--- config.mk ---
export PLATFORM = sky130hd
export DESIGN_NAME = fdc_result_status
export DESIGN_NICKNAME = d
export VERILOG_FILES = /design/src/logic/fdc_status_pkg.sv /design/src/logic/result_shift.sv /design/src/logic/fdc_result_status.sv
export VERILOG_INCLUDE_DIRS = /design/src /design/src/logic
export SDC_FILE = /design/constraint.sdc
export NUM_CORES = 1
export LEC_CHECK = 0
export ABC_AREA = 1
export BUFFER_PORTS_ARGS = -buffer_cell sky130_fd_sc_hd__buf_2
export CORE_MARGIN = 2
export CORE_UTILIZATION = 48
export DETAILED_ROUTE_END_ITERATION = 7
export HOLD_SLACK_MARGIN = 0.1
export PLACE_DENSITY_LB_ADDON = 0.25
export SYNTH_ARGS = -nofsm -noshare
export SYNTH_HDL_FRONTEND = slang
export SYNTH_SLANG_ARGS = --single-unit
--- constraint.sdc ---
create_clock -name clk_i -period 2.01 [get_ports clk_i]
set_input_delay 0 -clock clk_i [delete_from_list [all_inputs] [get_ports clk_i]]
set_output_delay 0 -clock clk_i [all_outputs]
set_load 0.01 [all_outputs]
--- src/logic/fdc_status_params.svh ---
/*
 holds field positions, used bit masks, reset values and the result byte count for the result status block.
 assumes inclusion by its bare name from the design files.
*/
`ifndef FDC_STATUS_PARAMS_SVH
`define FDC_STATUS_PARAMS_SVH

// second result byte bit positions
`define ST2_END_OF_TRACK 7
`define ST2_CRC_ANY 5
`define ST2_OVERRUN 4
`define ST2_SECTOR_ABSENT 2
`define ST2_WRITE_PROT 1
`define ST2_SYNC_ABSENT 0
// third result byte bit positions
`define ST3_DELETED 6
`define ST3_PAYLOAD_CRC 5
`define ST3_TRACK_MISMATCH 4
`define ST3_BAD_TRACK 1
`define ST3_PAYLOAD_SYNC 0
// fourth result byte bit positions
`define ST4_WRITE_LOCK 6
`define ST4_ONE_HI 5
`define ST4_TRACK_ZERO 4
`define ST4_ONE_LO 3
`define ST4_HEAD 2
`define ST4_UNIT_HI 1
`define ST4_UNIT_LO 0
// bad track value in an identifier
`define BAD_TRACK_VALUE 8'hff
// bits that may ever read one in the second and third result bytes
`define ST2_USED_MASK 8'hb7
`define ST3_USED_MASK 8'h73
// number of result bytes presented in this block
`define RESULT_BYTES 3
// drive output register reset bit and rate select reset bit positions
`define DRIVE_OUT_RESET_BIT 2
`define RATE_RESET_BIT 7
// reset values
`define SPECIFY_RESET 8'h00
`define POLL_ENABLE_RESET 1'b1

`endif

--- src/logic/fdc_status_pkg.sv ---
/*
 holds the types for the result status block.
 assumes the params header is on the include path.
*/
package fdc_status_pkg;

   // events reported by the command sequencer, one pulse per event
   typedef struct packed {
      logic end_of_track;
      logic no_terminal_count;
      logic id_crc_fault;
      logic data_crc_fault;
      logic overrun;
      logic sector_absent;
      logic read_id_error;
      logic track_sequence_error;
      logic id_mark_absent;
      logic data_mark_absent;
      logic deleted_mismatch;
      logic id_track_check;
   } fdc_event_t;

   // command class active during execution
   typedef struct packed {
      logic writing;
      logic reading;
   } cmd_class_t;

   typedef enum logic [1:0] {
      CORE_RESET,
      CORE_IDLE,
      CORE_BUSY,
      CORE_RESULT
   } core_state_t;

endpackage

--- src/logic/result_shift.sv ---
/*
 holds the result byte presenter: loads three status bytes and hands them out
 one per data register read.
 assumes reads arrive as single-cycle pulses on the system clock.
*/
`include "fdc_status_params.svh"
module result_shift (
   input wire logic clk_i,
   input wire logic clear_i,
   input wire logic load_i,
   input wire logic [7:0] byte0_i,
   input wire logic [7:0] byte1_i,
   input wire logic [7:0] byte2_i,
   input wire logic read_i,
   output logic [7:0] data_o,
   output logic active_o
);
   logic [7:0] mem_q [`RESULT_BYTES];
   logic [1:0] idx_q;
   logic active_q;

   always_ff @(posedge clk_i) begin
      if (clear_i) begin
         active_q <= 1'b0;
         idx_q <= 2'h0;
      end else if (load_i) begin
         active_q <= 1'b1;
         idx_q <= 2'h0;
      end else if (read_i && active_q) begin
         if (idx_q == 2'(`RESULT_BYTES - 1)) begin
            active_q <= 1'b0;
            idx_q <= 2'h0;
         end else begin
            idx_q <= idx_q + 2'h1;
         end
      end
   end

   always_ff @(posedge clk_i) begin
      if (clear_i) begin
         mem_q[0] <= 8'h00;
         mem_q[1] <= 8'h00;
         mem_q[2] <= 8'h00;
      end else if (load_i) begin
         mem_q[0] <= byte0_i;
         mem_q[1] <= byte1_i;
         mem_q[2] <= byte2_i;
      end
   end

   assign data_o = active_q ? mem_q[idx_q] : 8'h00;
   assign active_o = active_q;
endmodule // result_shift

--- src/logic/fdc_result_status.sv ---
/*
 holds the result status and reset block of the floppy controller core: builds the
 second, third and fourth result bytes, presents them through the data register,
 and manages the pin, drive output and rate select resets.
 assumes the command sequencer and drive pins sit outside; pins pass a two flop sync.
*/
// Functional notes
// - set end of track past last sector
// - fixed zero bits in second, third bytes
// - crc fault on id or data
// - overrun or underrun flag
// - sector absent on read failures
// - write protect high during write commands
// - missing identifier or data mark
// - deleted mark mismatch flag
// - data field crc fault
// - identifier track differs from internal track
// - mismatched track equals ff marks bad
// - no data or deleted mark
// - fourth byte reports drive pin levels
// - fourth byte bits 5,3 read one
// - pin, drive output, rate resets, power on
// - any reset leaves power down
// - pin reset aborts all, goes idle
// - leaving reset clears registers and configure
// - polling starts after reset unless disabled
// - pin reset keeps specify values
// - pin reset sets drive output reset bit
// - rate reset self clears, drive output wins
// - result bytes read out in turn
`include "fdc_status_params.svh"
module fdc_result_status (
   input wire logic clk_i,
   input wire logic rst_i,
   input wire logic system_reset_pin_n_i,
   input wire logic drive_output_reg_write_i,
   input wire logic [7:0] drive_output_reg_data_i,
   input wire logic rate_write_i,
   input wire logic [7:0] rate_data_i,
   input wire logic specify_write_i,
   input wire logic [7:0] specify_data_i,
   input wire logic configure_write_i,
   input wire logic configure_poll_off_i,
   input wire logic powerdown_req_i,
   input wire logic cmd_start_i,
   input wire fdc_status_pkg::cmd_class_t cmd_class_i,
   input wire fdc_status_pkg::fdc_event_t event_i,
   input wire logic [7:0] id_track_i,
   input wire logic [7:0] internal_track_i,
   input wire logic cmd_done_i,
   input wire logic data_read_i,
   input wire logic write_lock_pin_i,
   input wire logic track_zero_pin_i,
   input wire logic head_pick_pin_i,
   input wire logic [1:0] unit_select_pin_i,
   output logic [7:0] result_data_o,
   output logic result_phase_o,
   output logic core_reset_o,
   output logic powered_down_o,
   output logic poll_enable_o,
   output logic busy_o,
   output logic drive_output_reg_reset_o,
   output logic [7:0] specify_o
);
   logic [1:0] pin_rst_sync_q;
   logic [1:0] wp_sync_q;
   logic [1:0] track_zero_sync_q;
   logic [1:0] head_sync_q;
   logic [3:0] unit_sync_q;
   logic hw_reset;
   logic drive_out_reset_q;
   logic rate_reset_q;
   logic soft_reset;
   logic any_reset;
   logic core_reset_q;
   logic busy_q;
   logic cmd_take;
   logic result_load;
   fdc_status_pkg::core_state_t state_q;
   fdc_status_pkg::cmd_class_t class_q;
   logic [7:0] st2_q;
   logic [7:0] st3_q;
   logic [7:0] st4;
   logic [7:0] specify_q;
   logic poll_q;
   logic down_q;
   logic [7:0] shift_data;
   logic shift_active;
   logic [7:0] result_q;
   logic phase_q;

   // compares the sequencer state, shared by the take, load and sleep decodes
   function automatic logic state_is(input fdc_status_pkg::core_state_t cur,
      input fdc_status_pkg::core_state_t want);
      return cur == want;
   endfunction

   // pin inputs go through two flops; the pin is active low
   always_ff @(posedge clk_i) begin
      pin_rst_sync_q <= {pin_rst_sync_q[0], system_reset_pin_n_i};
      wp_sync_q <= {wp_sync_q[0], write_lock_pin_i};
      track_zero_sync_q <= {track_zero_sync_q[0], track_zero_pin_i};
      head_sync_q <= {head_sync_q[0], head_pick_pin_i};
      unit_sync_q <= {unit_sync_q[1:0], unit_select_pin_i};
   end

   // power on reset acts as the pin reset, and also clears the specify values
   assign hw_reset = rst_i | ~pin_rst_sync_q[1];
   assign soft_reset = drive_out_reset_q | rate_reset_q;
   assign any_reset = hw_reset | soft_reset;

   // drive output reset bit: set by pin reset, held until host clears
   always_ff @(posedge clk_i) begin
      if (hw_reset) begin
         drive_out_reset_q <= 1'b1;
      end else if (drive_output_reg_write_i) begin
         drive_out_reset_q <= drive_output_reg_data_i[`DRIVE_OUT_RESET_BIT];
      end
   end

   // rate select reset bit clears itself one cycle after a write
   always_ff @(posedge clk_i) begin
      if (hw_reset || drive_out_reset_q) begin
         rate_reset_q <= 1'b0;
      end else if (rate_write_i) begin
         rate_reset_q <= rate_data_i[`RATE_RESET_BIT];
      end else begin
         rate_reset_q <= 1'b0;
      end
   end

   // specify values survive the pin reset and every soft reset
   always_ff @(posedge clk_i) begin
      if (rst_i) begin
         specify_q <= `SPECIFY_RESET;
      end else if (specify_write_i && !any_reset) begin
         specify_q <= specify_data_i;
      end
   end

   // configure information is cleared by any reset; polling resumes
   always_ff @(posedge clk_i) begin
      if (any_reset) begin
         poll_q <= `POLL_ENABLE_RESET;
      end else if (configure_write_i) begin
         poll_q <= ~configure_poll_off_i;
      end
   end

   always_ff @(posedge clk_i) begin
      if (any_reset) begin
         down_q <= 1'b0;
      end else if (powerdown_req_i && state_is(state_q, fdc_status_pkg::CORE_IDLE)) begin
         down_q <= 1'b1;
      end else if (cmd_start_i) begin
         down_q <= 1'b0;
      end
   end

   // command sequencing: reset aborts everything and returns idle
   always_ff @(posedge clk_i) begin
      if (any_reset) begin
         state_q <= fdc_status_pkg::CORE_RESET;
         class_q <= '0;
      end else begin
         case (state_q)
            fdc_status_pkg::CORE_RESET: begin
               state_q <= fdc_status_pkg::CORE_IDLE;
            end
            fdc_status_pkg::CORE_IDLE: begin
               if (cmd_start_i) begin
                  state_q <= fdc_status_pkg::CORE_BUSY;
                  class_q <= cmd_class_i;
               end
            end
            fdc_status_pkg::CORE_BUSY: begin
               if (cmd_done_i) begin
                  state_q <= fdc_status_pkg::CORE_RESULT;
               end
            end
            fdc_status_pkg::CORE_RESULT: begin
               if (!shift_active && !cmd_done_i) begin
                  state_q <= fdc_status_pkg::CORE_IDLE;
               end
            end
            default: begin
               state_q <= fdc_status_pkg::CORE_IDLE;
            end
         endcase
      end
   end

   // a command is taken only from idle; result bytes load as execution ends
   assign cmd_take = cmd_start_i && state_is(state_q, fdc_status_pkg::CORE_IDLE);
   assign result_load = cmd_done_i && state_is(state_q, fdc_status_pkg::CORE_BUSY);

   // reset flag tracks the reset state so the output needs no decode
   always_ff @(posedge clk_i) begin
      core_reset_q <= any_reset;
   end

   // busy follows the sequencer: set on a taken command, dropped at done or reset
   always_ff @(posedge clk_i) begin
      if (any_reset) begin
         busy_q <= 1'b0;
      end else if (cmd_take) begin
         busy_q <= 1'b1;
      end else if (busy_q && cmd_done_i) begin
         busy_q <= 1'b0;
      end
   end

   // second result byte, sticky over one command
   always_ff @(posedge clk_i) begin
      if (any_reset || cmd_take) begin
         st2_q <= 8'h00;
      end else if (state_q == fdc_status_pkg::CORE_BUSY) begin
         if (event_i.end_of_track || event_i.no_terminal_count) begin
            st2_q[`ST2_END_OF_TRACK] <= 1'b1;
         end
         if (event_i.id_crc_fault || event_i.data_crc_fault) begin
            st2_q[`ST2_CRC_ANY] <= 1'b1;
         end
         if (event_i.overrun) begin
            st2_q[`ST2_OVERRUN] <= 1'b1;
         end
         if (event_i.sector_absent || event_i.read_id_error || event_i.track_sequence_error) begin
            st2_q[`ST2_SECTOR_ABSENT] <= 1'b1;
         end
         if (class_q.writing && wp_sync_q[1]) begin
            st2_q[`ST2_WRITE_PROT] <= 1'b1;
         end
         if (event_i.id_mark_absent || event_i.data_mark_absent) begin
            st2_q[`ST2_SYNC_ABSENT] <= 1'b1;
         end
      end
   end

   // third result byte, sticky over one command
   always_ff @(posedge clk_i) begin
      if (any_reset || cmd_take) begin
         st3_q <= 8'h00;
      end else if (state_q == fdc_status_pkg::CORE_BUSY) begin
         if (event_i.deleted_mismatch) begin
            st3_q[`ST3_DELETED] <= 1'b1;
         end
         if (event_i.data_crc_fault) begin
            st3_q[`ST3_PAYLOAD_CRC] <= 1'b1;
         end
         if (event_i.id_track_check && id_track_i != internal_track_i) begin
            st3_q[`ST3_TRACK_MISMATCH] <= 1'b1;
            if (id_track_i == `BAD_TRACK_VALUE) begin
               st3_q[`ST3_BAD_TRACK] <= 1'b1;
            end
         end
         if (event_i.data_mark_absent) begin
            st3_q[`ST3_PAYLOAD_SYNC] <= 1'b1;
         end
      end
   end

   // fourth result byte mirrors drive pins, with fixed ones
   always_comb begin
      st4 = 8'h00;
      st4[`ST4_WRITE_LOCK] = wp_sync_q[1];
      st4[`ST4_TRACK_ZERO] = track_zero_sync_q[1];
      st4[`ST4_HEAD] = head_sync_q[1];
      st4[`ST4_UNIT_HI] = unit_sync_q[3];
      st4[`ST4_UNIT_LO] = unit_sync_q[2];
      st4[`ST4_ONE_HI] = 1'b1;
      st4[`ST4_ONE_LO] = 1'b1;
   end

   // unused bits of second and third bytes are masked to zero
   result_shift shifter (
      .clk_i(clk_i),
      .clear_i(any_reset),
      .load_i(result_load),
      .byte0_i(st2_q & `ST2_USED_MASK),
      .byte1_i(st3_q & `ST3_USED_MASK),
      .byte2_i(st4),
      .read_i(data_read_i),
      .data_o(shift_data),
      .active_o(shift_active)
   );

   always_ff @(posedge clk_i) begin
      if (any_reset) begin
         result_q <= 8'h00;
         phase_q <= 1'b0;
      end else begin
         result_q <= shift_data;
         phase_q <= shift_active;
      end
   end

   assign result_data_o = result_q;
   assign result_phase_o = phase_q;
   assign core_reset_o = core_reset_q;
   assign powered_down_o = down_q;
   assign poll_enable_o = poll_q;
   assign busy_o = busy_q;
   assign drive_output_reg_reset_o = drive_out_reset_q;
   assign specify_o = specify_q;
endmodule // fdc_result_status

==> metrics.yaml <==
global_routing:
  grt_pass1_wl_mm: 9.522
  globalRoute.busiestLayer: "met2"
  met3_global_route_usage_pct: 7.529
  overflow: 0
  first_global_vias: 2201
  global_route.usage.met2_pct: 36.67
  global_route.usage.total_pct: 20.72
  pin_count_of_the_biggest_net_entering_global_routing: 20
  use_met1_pct: 22.34
  antenna_violations_before_repair: 0
logic_synthesis:
  synth.distinct_cells: 26
  yosys.area.top_type: "dfxtp_1"
  synth_xor_area_share_pct: 1.370
  mappedNetlistNets: 348
  yosysMostFrequentCell: "nand2_1"
  netlist_instances: 274
  mappedNetlistArea_um2: 2557
  ys_ff_latch: 69
  synth_compound_area_share_pct: 8.806
  synth_simple_gate_area_share_pct: 19.96
  synth-warning-count: 0
  yosys-top-cells-area: "dfxtp_1 41%, edfxtp_1 20%, nand2_1 8.4%"
  synth_adder_area_share_pct: 1.468
  synth_top_family_by_area: "simple AND/OR/NAND/NOR gates"
  async_set_reset_flop_share_out_of_synthesis_pct: 0
  portion_of_the_post_synthesis_area_used_by_sequential_elements_pct: 60.67
  synth_top_flop_cell: "dfxtp_1"
  synth.mux.area_fraction_pct: 0
  synth_commonest_cells: "57 x nand2_1, 52 x dfxtp_1, 37 x inv_1"
  synth_enable_flop_cells: 17
  synth_area_per_cell_um2: 9.334
  synth_top_area_share_pct: 40.70
timing:
  grt_setup_unrepaired: "no"
  timing_hold_violations_final: 0
  max_freq_mhz: 533.1
  worst_slew_pin_slew_ns: 0.3907
  setup_violations: 0
  timing.clock.skew_ns: 0.006871
  min_period_ns: 1.876
  maxSlewHeadroom_pct: 73.92
  timing_max_transition_violations_final: 0
  timing.final.crit_share_pct: 93.33
  final.setup.tns_ns: 0
worst_setup_path:
  critical-path-top-cell-by-count: "dlygate4sd3_1"
  worst_path_max_delay_cell: "dlygate4sd3_1"
  cp-start-kind: "primary input"
  endpoint_kind: "flop"
  slowest_delay_ns: 0.56
  criticalPathCategory: "in2reg"
  worst_ep_required_time_ns: 2.29
  timing.critical_path.cells: "dlygate4sd3_1 -> buf_2 -> nand4_1 -> dlygate4sd3_1 -> nor2_1 -> dlygate4sd3_1 -> nand3_1 -> a21oi_1"
  critical_path_peak_fanout: 2
  cp_data_arrival_time_ns: 2.15
clocking:
  tritoncts: "built"
  cts_made_buffers: 9
  cts_htree_levels: 3
  clock_tree.buffer_depth: 2
  clkSinkCount: 69
  clock_tree.root_cell: "clkbuf_8"
  clkSlewWorstSetupHoldPaths_ns: 0.07
  cts_resized: 0
  clock_insertion_delay_worst_skew_ns: 0.35
power:
  power.combinational.fraction_pct: 5.3
  seq_power_share_pct: 44.4
  static-leakage-power_nw: 1.668
  netSwitchingPower_w: 0.0005976
  clockPowerShare_pct: 50.3
  switching_share_pct: 18.42
  internal_power_w: 0.002647
  powerDensity_nw_per_um2: 852.8
  irDropWorstVdd_mv: 0.5328
drt:
  drt_iter0_drc: 100
  vias_per_cell: 4.503
  drt-total-wl_mm: 5.657
  drc_violations: 0
  via_count: 2175
  route.detailed.wl_per_inst_um: 11.71
  ant_nets: 0
  detailedRoute.firstPassIterationCount: 4
final_layout:
  fin_nets: 482
  finish.utilization_pct: 74.03
  drive_gt1_share_pct: 26.88
  n_antenna_cell: 0
  syn_to_final_growth_pct: 48.78
  instances_no_fill: 483
die:
  floorplan.die.height_um: 77.00
  die-area_um2: 5928
  core_um2: 5140
  floorplan.rows: 26
  initial_utilization_pct: 49.76
  count_of_boundary_i_o_pins: 93
  die-width_um: 77.00
placed_design:
  hpwl_mm: 3.239
  gp_congestion: 0.7671
  placed_cells_incl_taps: 416
  port_buffers: 77
run:
  max_cap_violations: 0
min_path:
  hold_path_class: "in2reg"
run_status:
  run_status: "finished clean"
-- metal layers --
| layer | vias to the layer above | wire length, µm |
|---|---|---|
| li1 | 1143 | - |
| met1 | 969 | 2389 |
| met2 | 52 | 2858 |
| met3 | 11 | 293 |
| met4 | 0 | 116 |
| met5 | - | 0 |
-- timing repair --
item,CTS,global route
endpoints found under the hold margin,33,0
hold buffers,51,0
buffers inserted,0,0
-- state kept, by name, summed over array words and instances (netlist names), 4 cells and up --
signal / flops
result_data_o: 8
shifter.mem_q: 17
specify_o: 8
st2_q: 6
st3_q: 5
unit_sync_q: 4
-- worst max-delay path, delay by kind of cell --
family                 cells  cell delay [ns]
AO/OA/AOI/OAI              1             0.14
buffers and inverters      4             1.75
AND/OR/NAND/NOR            3             0.26
-- logic make-up (layout without fill, tap and decap cells) --
family                   after synthesis  after routing
buffers and inverters                 46            185
XOR/XNOR                               4              4
AO/OA/AOI/OAI                         41             41
adder cells (fa/ha/maj)                3              3
flip-flops                            69             69
AND/OR/NAND/NOR                      111            111
-- cell usage in the layout, fill, tap and decap left out, drive strengths merged, types with 4 or more instances in the layout --
cell type    count
nor2            37
clkbuf          10
inv             39
nand2           59
bufinv           5
dlygate4sd3     51
dfxtp           52
a21oi           24
buf             79
edfxtp          17
nand3           11
o21ai            7
a31oi            4
xnor2            4
-- power by group through the flow --
stage | Combinational, W | Sequential, W | Clock (W)
after floorplan | 0.0000461 | 0.00147 | 0
after global placement | 0.000109 | 0.00147 | 0
after detailed placement | 0.000112 | 0.00147 | 0
after CTS | 0.000166 | 0.00144 | 0.00164
after global routing | 0.000189 | 0.00144 | 0.00169
final | 0.000172 | 0.00144 | 0.00163
-- final cells by class --
type	count	area (µm²)
multi-input cells	159	808.3
clock inverters	6	157.7
well taps	70	87.58
clock buffers	10	137.6
inverters	39	151.4
fillers	374	1335
flip-flops and latches	69	1551
repair buffers	130	910.9
-- per-stage QoR --
step	power (W)	setup WS (ns)	hold slack [ns]	area, µm²
detailed placement	0.001586	0.6258	0.1036	2999
finish	0.003245	0.1341	0.1286	3805
floorplan	0.001519	0.4911	0.02772	2557
global placement	0.001582	0.6417	0.1023	2999
global route	0.003325	0.07733	0.1799	3805
CTS	0.003248	0.1519	0.1060	3805
-- final timing paths --
path / slack, ns / cells past startpoint / startpoint / endpoint
worst min-delay path: 0.13 / 6 / cmd_start_i / state_q[1]$_SDFFE_PP0P_
worst min register to register: 0.33 / 0 / track_zero_sync_q[0]$_DFF_P_ / track_zero_sync_q[1]$_DFF_P_
worst max register to register: 0.24 / 7 / pin_rst_sync_q[1]$_DFF_P_ / specify_o[4]$_SDFFE_PP0P_
worst max-delay path: 0.13 / 8 / id_track_i[4] / st3_q[1]$_SDFFE_PP0P_
(Power assumes the default switching activity.)
